===== config.mk =====
export PLATFORM = sky130hd
export DESIGN_NAME = asct_regs
export DESIGN_NICKNAME = d
export VERILOG_FILES = /design/src/hdl/asct_pkg.sv /design/src/hdl/asct_regs.sv
export SDC_FILE = /design/constraint.sdc
export NUM_CORES = 1
export LEC_CHECK = 0
export ABC_AREA = 1
export BUFFER_PORTS_ARGS = -buffer_cell sky130_fd_sc_hd__buf_2
export CORE_MARGIN = 2
export CORE_UTILIZATION = 45
export CTS_CLUSTER_SIZE = 14
export DETAILED_ROUTE_END_ITERATION = 6
export PLACE_DENSITY = 0.76
export SYNTH_ARGS = -nofsm -noshare
export SYNTH_HDL_FRONTEND = slang
export SYNTH_SLANG_ARGS = --single-unit

===== constraint.sdc =====
create_clock -name SYS_CLK -period 1.9 [get_ports SYS_CLK]
set_input_delay 0.38 -clock SYS_CLK [delete_from_list [all_inputs] [get_ports SYS_CLK]]
set_output_delay 0.38 -clock SYS_CLK [all_outputs]
set_load 0.005 [all_outputs]

===== src/hdl/asct_pkg.sv =====
// Constants for the gain loop and VCO calibration test register bank
package asct_pkg;

  // ----------------------------------------
  // Register offsets
  // ----------------------------------------
  localparam logic [5:0] ADDR_GAIN_MODE_THR = 6'h24;
  localparam logic [5:0] ADDR_GAIN_LOOP_TUNE = 6'h25;
  localparam logic [5:0] ADDR_FE_GAIN_STEPS = 6'h26;
  localparam logic [5:0] ADDR_VCO_ARRAY_CAL = 6'h27;
  localparam logic [5:0] ADDR_VCO_CAL_CTRL = 6'h28;
  localparam logic [5:0] ADDR_VCO_CURR_CAL = 6'h29;
  localparam int N_REGS = 6;

  // ----------------------------------------
  // Reset values and writable bit masks
  // ----------------------------------------
  localparam logic [15:0] RST_GAIN_MODE_THR = 16'h3649;
  localparam logic [15:0] RST_GAIN_LOOP_TUNE = 16'h0854;
  localparam logic [15:0] RST_FE_GAIN_STEPS = 16'h012A;
  localparam logic [15:0] RST_VCO_ARRAY_CAL = 16'h0200;
  localparam logic [15:0] RST_VCO_CAL_CTRL = 16'h5002;
  localparam logic [15:0] RST_VCO_CURR_CAL = 16'h0600;
  localparam logic [4:0] RST_ARRAY_RESULT = 5'h10;
  localparam logic [5:0] RST_CURRENT_RESULT = 6'h20;
  localparam logic [15:0] REG_RESET [N_REGS] = '{RST_GAIN_MODE_THR,
    RST_GAIN_LOOP_TUNE, RST_FE_GAIN_STEPS, RST_VCO_ARRAY_CAL,
    RST_VCO_CAL_CTRL, RST_VCO_CURR_CAL};
  localparam logic [15:0] REG_WMASK [N_REGS] = '{16'hFFFF, 16'h7FFF,
    16'h03FF, 16'h0FE0, 16'hFFFF, 16'h7FC0};

  // ----------------------------------------
  // Field positions (lsb)
  // ----------------------------------------
  localparam int HYST_LSB = 12;
  localparam int THR_H_LSB = 6;
  localparam int THR_L_LSB = 0;
  localparam int BLANK_SEL_BIT = 14;
  localparam int PEAK_BOOST_BIT = 13;
  localparam int SETTLE_WAIT_LSB = 11;
  localparam int PEAK_EN_LSB = 8;
  localparam int WIN_SIZE_LSB = 6;
  localparam int TARGET_LSB = 0;
  localparam int M2H_DELTA_LSB = 5;
  localparam int L2M_DELTA_LSB = 0;
  localparam int LONG_SETTLE_BIT = 11;
  localparam int ARRAY_OE_BIT = 10;
  localparam int ARRAY_OVR_LSB = 5;
  localparam int ARRAY_RES_LSB = 0;
  localparam int SKIP_TX_CAL_BIT = 15;
  localparam int LONG_MEAS_BIT = 14;
  localparam int CUR_REF_LSB = 10;
  localparam int CUR_CONST_LSB = 4;
  localparam int DAC_SEL_BIT = 3;
  localparam int DAC_VAL_LSB = 0;
  localparam int CUR_SPEED_LSB = 13;
  localparam int CUR_OE_BIT = 12;
  localparam int CUR_A_LSB = 6;
  localparam int CUR_RES_LSB = 0;
  localparam logic [6:0] WIN_BASE_LEN = 7'h08;

  // ----------------------------------------
  // Calibration timing
  // ----------------------------------------
  localparam int CLK_PERIOD_NS = 100;
  localparam int CAL_SHORT_US = 37;
  localparam int CAL_MEAS_US = 20;
  localparam int CAL_SETTLE_US = CAL_SHORT_US - CAL_MEAS_US;
  localparam int CAL_SETTLE_CYC = (CAL_SETTLE_US * 1000 + CLK_PERIOD_NS - 1) / CLK_PERIOD_NS;
  localparam int CAL_MEAS_CYC = (CAL_MEAS_US * 1000 + CLK_PERIOD_NS - 1) / CLK_PERIOD_NS;

  typedef enum logic [1:0] {
    CAL_IDLE = 2'b00,
    CAL_SETTLE = 2'b01,
    CAL_MEAS = 2'b10
  } asct_cal_state_t;

endpackage


===== src/hdl/asct_regs.sv =====
// Gain loop and VCO calibration test register bank with calibration timer
//
// Overview of operation
// - Four-bit front-end gain hysteresis at 15:12, reset 3, 2 dB steps.
// - Six-bit medium/high gain switching threshold at 11:6, reset 25.
// - Six-bit low/medium gain switching threshold at 5:0, reset 9.
// - Blanking on stage removal or never; under manual override follows the bit.
// - Two-bit gain settle wait at 12:11, reset 1.
// - Three peak detector enables at 10:8, reset 0, one bit each.
// - Accumulate window 8, 16, 32 or 64 samples from bits 7:6, reset 1.
// - Six-bit gain loop target at 5:0, reset 20.
// - Five-bit medium-to-high gain delta at 9:5, reset 9.
// - Five-bit low-to-medium gain delta at 4:0, reset 10.
// - Long settle bit doubles VCO settle time during calibration.
// - Array override enable applies override value instead of calibrated array.
// - Read-only array result returns last calibration, reset 16.
// - Calibrate on RX or TX entry; with skip set, RX or strobe only.
// - Long measure bit doubles measuring; total 57 us set, 37 us clear.
// - Four-bit current calibration reference at 13:10, reset 4.
// - Six-bit current constant at 9:4, also current B override value.
// - Tuning source select bit 3 and DAC value at 2:0, reset 2.
// - Two-bit current calibration speed; code 3 undefined.
// - Current override enable uses manual current A from 11:6, reset 24.
// - Read-only current result returns last calibration, reset 32.
// - Manual gain override replaces loop gain during reception.
`timescale 1ns/1ns

module asct_regs
  import asct_pkg::*;
(
  input wire logic SYS_CLK,
  input wire logic SYS_RST,
  input wire logic [5:0] REG_ADDR,
  input wire logic REG_WR,
  input wire logic REG_RD,
  input wire logic [15:0] REG_WDATA,
  output logic [15:0] REG_RDATA,
  output logic REG_HIT,
  input wire logic MAN_GAIN_OE,
  input wire logic [6:0] MAN_GAIN_VALUE,
  input wire logic [6:0] LOOP_GAIN_VALUE,
  input wire logic RX_ACTIVE,
  input wire logic STAGE_REMOVED,
  input wire logic ENTER_RX,
  input wire logic ENTER_TX,
  input wire logic TX_CAL_STROBE,
  input wire logic [4:0] CAL_ARRAY_IN,
  input wire logic [5:0] CAL_CURRENT_IN,
  output logic [3:0] FE_GAIN_HYST,
  output logic [5:0] MED_HIGH_THR,
  output logic [5:0] LOW_MED_THR,
  output logic BLANK_REQ,
  output logic [1:0] GAIN_SETTLE_WAIT,
  output logic PEAK_BIAS_BOOST,
  output logic [2:0] PEAK_DET_EN,
  output logic [6:0] ACC_WINDOW_LEN,
  output logic [5:0] GAIN_LOOP_TARGET,
  output logic [4:0] MED_HIGH_DELTA,
  output logic [4:0] LOW_MED_DELTA,
  output logic [6:0] VGA_GAIN_USED,
  output logic [4:0] VCO_ARRAY_USED,
  output logic TUNE_FROM_DAC,
  output logic [2:0] TUNE_DAC_VALUE,
  output logic [3:0] CUR_CAL_REF,
  output logic [5:0] CUR_CAL_CONST,
  output logic [1:0] CUR_CAL_SPEED,
  output logic CURRENT_OVERRIDE,
  output logic [5:0] CURRENT_A_USED,
  output logic CAL_BUSY,
  output logic CAL_DONE
);

  // ----------------------------------------
  // Address decode
  // ----------------------------------------
  logic addr_hit;
  logic [5:0] addr_off;
  logic [2:0] idx;

  always_comb begin
    addr_off = REG_ADDR - ADDR_GAIN_MODE_THR;
    addr_hit = (REG_ADDR >= ADDR_GAIN_MODE_THR) && (REG_ADDR <= ADDR_VCO_CURR_CAL);
    idx = addr_off[2:0];
  end

  // ----------------------------------------
  // Writable register storage
  // ----------------------------------------
  logic [15:0] regs_r [N_REGS];
  logic [15:0] regs_nxt [N_REGS];

  genvar g;
  generate
    for (g = 0; g < N_REGS; g++) begin : g_reg
      always_comb begin
        regs_nxt[g] = regs_r[g];
        if (REG_WR && addr_hit && (idx == 3'(g))) begin
          // Result and reserved bits never stored
          regs_nxt[g] = REG_WDATA & REG_WMASK[g];
        end
      end

      always_ff @(posedge SYS_CLK) begin
        if (SYS_RST) begin
          regs_r[g] <= REG_RESET[g];
        end else begin
          regs_r[g] <= regs_nxt[g];
        end
      end
    end
  endgenerate

  // ----------------------------------------
  // Field outputs
  // ----------------------------------------
  logic blank_sel;
  logic array_oe;
  logic [4:0] array_ovr;
  logic skip_tx_cal;
  logic long_meas;
  logic long_settle;
  logic cur_oe;
  logic [5:0] cur_a_ovr;
  logic [1:0] win_code;

  assign FE_GAIN_HYST = regs_r[0][HYST_LSB +: 4];
  assign MED_HIGH_THR = regs_r[0][THR_H_LSB +: 6];
  assign LOW_MED_THR = regs_r[0][THR_L_LSB +: 6];
  assign blank_sel = regs_r[1][BLANK_SEL_BIT];
  assign PEAK_BIAS_BOOST = regs_r[1][PEAK_BOOST_BIT];
  assign GAIN_SETTLE_WAIT = regs_r[1][SETTLE_WAIT_LSB +: 2];
  assign PEAK_DET_EN = regs_r[1][PEAK_EN_LSB +: 3];
  assign win_code = regs_r[1][WIN_SIZE_LSB +: 2];
  assign GAIN_LOOP_TARGET = regs_r[1][TARGET_LSB +: 6];
  assign MED_HIGH_DELTA = regs_r[2][M2H_DELTA_LSB +: 5];
  assign LOW_MED_DELTA = regs_r[2][L2M_DELTA_LSB +: 5];
  assign long_settle = regs_r[3][LONG_SETTLE_BIT];
  assign array_oe = regs_r[3][ARRAY_OE_BIT];
  assign array_ovr = regs_r[3][ARRAY_OVR_LSB +: 5];
  assign skip_tx_cal = regs_r[4][SKIP_TX_CAL_BIT];
  assign long_meas = regs_r[4][LONG_MEAS_BIT];
  assign CUR_CAL_REF = regs_r[4][CUR_REF_LSB +: 4];
  assign CUR_CAL_CONST = regs_r[4][CUR_CONST_LSB +: 6];
  assign TUNE_FROM_DAC = regs_r[4][DAC_SEL_BIT];
  assign TUNE_DAC_VALUE = regs_r[4][DAC_VAL_LSB +: 3];
  assign CUR_CAL_SPEED = regs_r[5][CUR_SPEED_LSB +: 2];
  assign cur_oe = regs_r[5][CUR_OE_BIT];
  assign cur_a_ovr = regs_r[5][CUR_A_LSB +: 6];
  assign CURRENT_OVERRIDE = cur_oe;

  // ----------------------------------------
  // Calibration sequencer
  // ----------------------------------------
  asct_cal_state_t cal_state_r;
  asct_cal_state_t cal_state_nxt;
  logic [9:0] cal_cnt_r;
  logic [9:0] cal_cnt_nxt;
  logic meas_long_r;
  logic meas_long_nxt;
  logic cal_trig;
  logic cal_end;

  // Calibration sources depend on the skip bit
  assign cal_trig = ENTER_RX || (ENTER_TX && !skip_tx_cal) || (TX_CAL_STROBE && skip_tx_cal);

  always_comb begin
    cal_state_nxt = cal_state_r;
    cal_cnt_nxt = cal_cnt_r;
    meas_long_nxt = meas_long_r;
    cal_end = 1'b0;
    case (cal_state_r)
      CAL_IDLE: begin
        if (cal_trig) begin
          cal_state_nxt = CAL_SETTLE;
          meas_long_nxt = long_meas;
          cal_cnt_nxt = long_settle ? 10'(2 * CAL_SETTLE_CYC - 1) : 10'(CAL_SETTLE_CYC - 1);
        end
      end
      CAL_SETTLE: begin
        if (cal_cnt_r == 10'h000) begin
          cal_state_nxt = CAL_MEAS;
          cal_cnt_nxt = meas_long_r ? 10'(2 * CAL_MEAS_CYC - 1) : 10'(CAL_MEAS_CYC - 1);
        end else begin
          cal_cnt_nxt = cal_cnt_r - 10'h001;
        end
      end
      CAL_MEAS: begin
        if (cal_cnt_r == 10'h000) begin
          cal_state_nxt = CAL_IDLE;
          cal_end = 1'b1;
        end else begin
          cal_cnt_nxt = cal_cnt_r - 10'h001;
        end
      end
      default: begin
        cal_state_nxt = CAL_IDLE;
        cal_cnt_nxt = 10'h000;
      end
    endcase
  end

  always_ff @(posedge SYS_CLK) begin
    if (SYS_RST) begin
      cal_state_r <= CAL_IDLE;
      cal_cnt_r <= 10'h000;
      meas_long_r <= 1'b0;
    end else begin
      cal_state_r <= cal_state_nxt;
      cal_cnt_r <= cal_cnt_nxt;
      meas_long_r <= meas_long_nxt;
    end
  end

  assign CAL_BUSY = (cal_state_r != CAL_IDLE);

  // ----------------------------------------
  // Calibration results and applied values
  // ----------------------------------------
  logic [4:0] array_res_r;
  logic [4:0] array_res_nxt;
  logic [5:0] cur_res_r;
  logic [5:0] cur_res_nxt;
  logic done_r;
  logic blank_r;
  logic blank_nxt;
  logic [6:0] vga_r;
  logic [6:0] vga_nxt;
  logic [4:0] arr_used_r;
  logic [4:0] arr_used_nxt;
  logic [5:0] cur_used_r;
  logic [5:0] cur_used_nxt;
  logic [6:0] win_r;
  logic [6:0] win_nxt;

  always_comb begin
    // Only the sequencer updates results
    array_res_nxt = cal_end ? CAL_ARRAY_IN : array_res_r;
    cur_res_nxt = cal_end ? CAL_CURRENT_IN : cur_res_r;
    if (MAN_GAIN_OE) begin
      blank_nxt = blank_sel;
    end else begin
      blank_nxt = !blank_sel && STAGE_REMOVED;
    end
    vga_nxt = (MAN_GAIN_OE && RX_ACTIVE) ? MAN_GAIN_VALUE : LOOP_GAIN_VALUE;
    arr_used_nxt = array_oe ? array_ovr : array_res_r;
    cur_used_nxt = cur_oe ? cur_a_ovr : cur_res_r;
    win_nxt = WIN_BASE_LEN << win_code;
  end

  always_ff @(posedge SYS_CLK) begin
    if (SYS_RST) begin
      array_res_r <= RST_ARRAY_RESULT;
      cur_res_r <= RST_CURRENT_RESULT;
      done_r <= 1'b0;
      blank_r <= 1'b0;
      vga_r <= 7'h00;
      arr_used_r <= RST_ARRAY_RESULT;
      cur_used_r <= RST_CURRENT_RESULT;
      win_r <= 7'h10;
    end else begin
      array_res_r <= array_res_nxt;
      cur_res_r <= cur_res_nxt;
      done_r <= cal_end;
      blank_r <= blank_nxt;
      vga_r <= vga_nxt;
      arr_used_r <= arr_used_nxt;
      cur_used_r <= cur_used_nxt;
      win_r <= win_nxt;
    end
  end

  assign CAL_DONE = done_r;
  assign BLANK_REQ = blank_r;
  assign VGA_GAIN_USED = vga_r;
  assign VCO_ARRAY_USED = arr_used_r;
  assign CURRENT_A_USED = cur_used_r;
  assign ACC_WINDOW_LEN = win_r;

  // ----------------------------------------
  // Read path
  // ----------------------------------------
  logic [15:0] rdata_r;
  logic [15:0] rdata_nxt;
  logic hit_r;
  logic hit_nxt;

  always_comb begin
    rdata_nxt = rdata_r;
    hit_nxt = hit_r;
    if (REG_RD) begin
      hit_nxt = addr_hit;
      rdata_nxt = 16'h0000;
      if (addr_hit) begin
        rdata_nxt = regs_r[idx];
        if (idx == 3'h3) begin
          rdata_nxt[ARRAY_RES_LSB +: 5] = array_res_r;
        end
        if (idx == 3'h5) begin
          rdata_nxt[CUR_RES_LSB +: 6] = cur_res_r;
        end
      end
    end
  end

  always_ff @(posedge SYS_CLK) begin
    if (SYS_RST) begin
      rdata_r <= 16'h0000;
      hit_r <= 1'b0;
    end else begin
      rdata_r <= rdata_nxt;
      hit_r <= hit_nxt;
    end
  end

  assign REG_RDATA = rdata_r;
  assign REG_HIT = hit_r;

  // ----------------------------------------
  // Assertions
  // ----------------------------------------
  int unsigned busy_len;
  int unsigned exp_len;

  always_ff @(posedge SYS_CLK) begin
    if (SYS_RST || !CAL_BUSY) begin
      busy_len <= 0;
    end else begin
      busy_len <= busy_len + 1;
    end
    if (!CAL_BUSY) begin
      exp_len <= (long_settle ? 2 : 1) * CAL_SETTLE_CYC + (long_meas ? 2 : 1) * CAL_MEAS_CYC;
    end
  end

  chk_hyst_reset: assert property (@(posedge SYS_CLK) SYS_RST |=> FE_GAIN_HYST == 4'h3 && MED_HIGH_THR == 6'h19)
    else $error("gain mode thresholds wrong after reset");

  chk_thr_write: assert property (@(posedge SYS_CLK) disable iff (SYS_RST)
    REG_WR && REG_ADDR == ADDR_GAIN_MODE_THR |=>
      MED_HIGH_THR == $past(REG_WDATA[11:6]) && LOW_MED_THR == $past(REG_WDATA[5:0]))
    else $error("threshold write not applied");

  chk_blank_auto: assert property (@(posedge SYS_CLK) disable iff (SYS_RST)
    !MAN_GAIN_OE && !blank_sel && STAGE_REMOVED |=> BLANK_REQ)
    else $error("blanking missing on stage removal");

  chk_blank_manual: assert property (@(posedge SYS_CLK) disable iff (SYS_RST)
    MAN_GAIN_OE && !blank_sel ##1 MAN_GAIN_OE |-> !BLANK_REQ)
    else $error("blanking under override with bit clear");

  chk_win_len: assert property (@(posedge SYS_CLK) disable iff (SYS_RST)
    win_code == 2'h3 |=> ACC_WINDOW_LEN == 7'h40 || $past(win_code, 1) != win_code)
    else $error("window length not 64");

  chk_skip_tx: assert property (@(posedge SYS_CLK) disable iff (SYS_RST)
    !CAL_BUSY && skip_tx_cal && ENTER_TX && !ENTER_RX && !TX_CAL_STROBE |=> !CAL_BUSY)
    else $error("calibration started on skipped transmit entry");

  chk_cal_length: assert property (@(posedge SYS_CLK) disable iff (SYS_RST)
    CAL_DONE |-> busy_len == exp_len)
    else $error("calibration length wrong");

  chk_array_result: assert property (@(posedge SYS_CLK) disable iff (SYS_RST)
    CAL_DONE && !array_oe ##1 !array_oe |-> VCO_ARRAY_USED == $past(CAL_ARRAY_IN, 2))
    else $error("array result not applied");

  chk_ro_write: assert property (@(posedge SYS_CLK) disable iff (SYS_RST)
    REG_WR && REG_ADDR == ADDR_VCO_CURR_CAL && !cal_end |=> $stable(cur_res_r))
    else $error("current result changed by write");

  chk_cur_override: assert property (@(posedge SYS_CLK) disable iff (SYS_RST)
    cur_oe ##1 cur_oe && $stable(cur_a_ovr) |-> CURRENT_A_USED == cur_a_ovr)
    else $error("current override not applied");

  cov_rx_cal: cover property (@(posedge SYS_CLK) disable iff (SYS_RST) ENTER_RX && !CAL_BUSY ##1 CAL_BUSY);
  cov_long_cal: cover property (@(posedge SYS_CLK) disable iff (SYS_RST) CAL_DONE && busy_len == 570);
  cov_strobe_cal: cover property (@(posedge SYS_CLK) disable iff (SYS_RST) TX_CAL_STROBE && skip_tx_cal && !CAL_BUSY);
  cov_blank: cover property (@(posedge SYS_CLK) disable iff (SYS_RST) BLANK_REQ);

endmodule


==> flow_summary.json <==
{
  "status": "complete, no violations",
  "clock_skew_ns": 0.006831,
  "cp.arrival_ns": 1.99,
  "power.density_nw_per_um2": 1068,
  "switchingPower_mw": 2.307,
  "grt_max_degree": 73,
  "syn2layout_area_growth_pct": 26.66,
  "layout_min_cycle_time_ns": 1.689,
  "seq_area_sq_um": 2763,
  "sw_frac_of_total": 0.2907,
  "synthTopCellsByArea": "dfxtp_1 (47%), nand2_1 (13%), a21oi_1 (10%)",
  "clk_latency_ns": 0.42,
  "ys_ff_latch": 138,
  "fp.dieArea_sq_um": 13970,
  "synth-edff-count": 0,
  "relSlewSlack": 0.6166,
  "grt_setup_unrepaired": "false",
  "fillers": 1235,
  "cts_sinks": 138,
  "cp_max_fo": 9,
  "worst_pin_slew_ns": 0.5732,
  "multi_input_area_sq_um": 2585,
  "initial_utilization": 0.4630,
  "grt_pass1_vias": 5698,
  "avgSynthCellArea_sq_um": 7.279,
  "fp-row-count": 41,
  "wire_per_inst_um": 15.73,
  "fp.dieW_um": 118.2,
  "htreeDepth": 4,
  "instances_no_fill": 1142,
  "finalSetupViolCount": 0,
  "synth.distinct_cells": 35,
  "ys_async_sr_fraction": 0,
  "coreArea_sq_um": 12670,
  "crit_chain": "inv_1 > ha_1 > nand2_1 > nor2_4 > nand3_2 > nand2_2 > inv_2 > o21ai_0 > a31oi_1",
  "power_mw": 7.937,
  "r2r-start": "cal_cnt_r[0]",
  "reg2reg_slack_ns": 0.21,
  "layout.nets": 1017,
  "num_vias": 6024,
  "p_leak_nw": 3.365,
  "antenna_found_initial": 0,
  "min_period_over_period": 0.8889,
  "via_per_inst": 5.275,
  "worstHoldEndpoint": "BLANK_REQ",
  "yosysTopAreaCell": "dfxtp_1",
  "max-cap-violations": 0,
  "place_inst": 1111,
  "globalplace.congestion": 0.9389,
  "fin_util": 0.5865,
  "critPathBufInv": 2,
  "peakVddDrop_mv": 0.6632,
  "pwr-share-comb": 0.195,
  "required_ns": 2.20,
  "ys_warn_count": 0,
  "slew_violations": 0,
  "cp-end-kind": "flip-flop",
  "die_h_um": 118.2,
  "cts-root-buf": "clkbuf_16",
  "cp_slowest_cell": "dfxtp_1",
  "netlist_area_sq_um": 5867,
  "hold_buffers": 0,
  "cp-start-kind": "flip-flop",
  "hold_slack_ns": 0.1765,
  "critPathMaxStageDelay_ns": 0.32,
  "drive_gt1_frac": 0.2330,
  "diodes": 0,
  "drc": 0,
  "yosysTopAreaCellShare": 0.4709,
  "overflow": 0,
  "clkTransAtPathRegs_ns": 0.06,
  "synthFlopType": "dfxtp_1",
  "clock_path_buffers": 2,
  "drtPass1Iterations": 5,
  "hold_violations": 0,
  "setup_tns_ns": 0,
  "critical_path_class": "reg2reg",
  "p_seq_frac": 0.399,
  "cts_buffers": 17,
  "wl_um": 17960,
  "io_pins": 157,
  "cts_tree": "done",
  "dr.first_iter.drc_count": 519,
  "io_buffers": 153,
  "synth_seq_area_share": 0.4709,
  "grt_pass1_wl_um": 28520,
  "p_int_mw": 5.630,
  "drt.antenna.violating_nets": 0,
  "hpwl_um": 13020,
  "hold_depth": 2,
  "r2r_cells": 9,
  "max_freq_mhz": 592.1,
  "synthCells": 806,
  "hold_path.startpoint": "MAN_GAIN_OE",
  "worstReg2RegEnd": "cal_cnt_r[1]",
  "cpLargestDelayFamily": "simple AND/OR/NAND/NOR gates",
  "grt_usage": 0.2588,
  "pwr-share-clk": 0.406,
  "hp-class": "in2reg"
}
==> registers in the layout, indices dropped and copies added (netlist names) <==
register / count
regs_r: 73
REG_RDATA: 16
cal_cnt_r: 10
VGA_GAIN_USED: 7
CURRENT_A_USED: 6
cur_res_r: 6
VCO_ARRAY_USED: 5
array_res_r: 5
ACC_WINDOW_LEN: 4
cal_state_r: 2
BLANK_REQ: 1
CAL_DONE: 1
REG_HIT: 1
meas_long_r: 1
==> layout make-up <==
| cell class | count | area share |
|---|---|---|
| timing repair buffer | 180 | 0.1387 |
| tap | 172 | 0.02896 |
| multi-input combinational | 551 | 0.3479 |
| inverter | 70 | 0.03553 |
| clock buffer | 24 | 0.06483 |
| clock inverter | 7 | 0.01229 |
| sequential | 138 | 0.3718 |
==> worst max path at each step <==
stage                             from       endpoint  slack, ns  cells after the start
after floorplan            REG_ADDR[1]  regs_r[0][14]       0.34                     10
after global placement     REG_ADDR[1]   regs_r[0][1]       0.15                     10
after detailed placement   REG_ADDR[1]   regs_r[0][2]       0.07                     10
after CTS                 cal_cnt_r[0]   cal_cnt_r[1]       0.14                      9
after global routing      cal_cnt_r[0]   cal_cnt_r[1]       0.05                      9
final                     cal_cnt_r[0]   cal_cnt_r[1]       0.21                      9
==> kinds of logic (layout without fill, tap and decap cells) <==
family / count (synthesis) / in the layout / synth area share
compound gates: 219 / 219 / 0.1966
xor+xnor: 4 / 4 / 0.005973
fa+ha+maj: 2 / 2 / 0.004265
buf+inv: 119 / 281 / 0.09064
flops: 138 / 138 / 0.4709
other cells: 1 / 3 / 0.0006392
simple gates: 323 / 323 / 0.2310
==> power groups by stage <==
stage / sequential (mW) / combinational [mW] / clock (mW)
floorplan: 3.21 / 1.06 / 0
global placement: 3.23 / 1.49 / 0
detailed placement: 3.23 / 1.51 / 0
CTS: 3.17 / 1.53 / 3.27
global route: 3.19 / 1.77 / 3.40
finish: 3.17 / 1.54 / 3.22
==> synth_stat cells, types with 5 or more instances <==
master and count:
nand2_1 200, dfxtp_1 138, a21oi_1 117, o21ai_0 74
inv_1 63, nand3_1 61, nor2_1 45, clkbuf_1 23
buf_4 16, o22ai_1 11, o211ai_1 10, buf_2 7
inv_2 5
==> what timing repair did <==
item	CTS	global route
resized for setup	0	1
buffers inserted	0	0
setup endpoints to repair	0	2
==> per-stage QoR <==
| step | setup WS [ns] | area, sq um |
|---|---|---|
| floorplan | 0.3395 | 5874 |
| global placement | 0.1536 | 6853 |
| detailed placement | 0.06775 | 6853 |
| CTS | 0.1444 | 7426 |
| global route | 0.04810 | 7431 |
| finish | 0.2111 | 7431 |
==> layer usage <==
metal,routed length (um),up-vias,global-route usage
met3,1436,39,0.06805
met2,8186,279,0.4014
met5,0,-,0
met1,7817,2746,0.3388
li1,-,2960,-
met4,521,0,0.1137
==> layout by cell type, fill, tap and decap left out, drive strengths merged <==
| cell type | synthesis | routed |
|---|---|---|
| conb | 1 | 3 |
| a21oi | 117 | 117 |
| a31o | 1 | 1 |
| ha | 2 | 2 |
| nand4 | 1 | 1 |
| nand3 | 63 | 63 |
| clkinv | 2 | 6 |
| nor3 | 4 | 4 |
| nand2 | 204 | 204 |
| xor2 | 2 | 2 |
| o21ai | 75 | 75 |
| nor2 | 50 | 50 |
| o211ai | 10 | 10 |
| buf | 26 | 180 |
| a211oi | 1 | 1 |
| clkinvlp | 0 | 1 |
| xnor2 | 2 | 2 |
| o221ai | 2 | 2 |
| o22ai | 11 | 11 |
| dfxtp | 138 | 138 |
| clkbuf | 23 | 24 |
| a31oi | 1 | 1 |
| or2 | 1 | 1 |
| o32ai | 1 | 1 |
| inv | 68 | 68 |
| bufinv | 0 | 2 |
(Power assumes the default switching activity.)
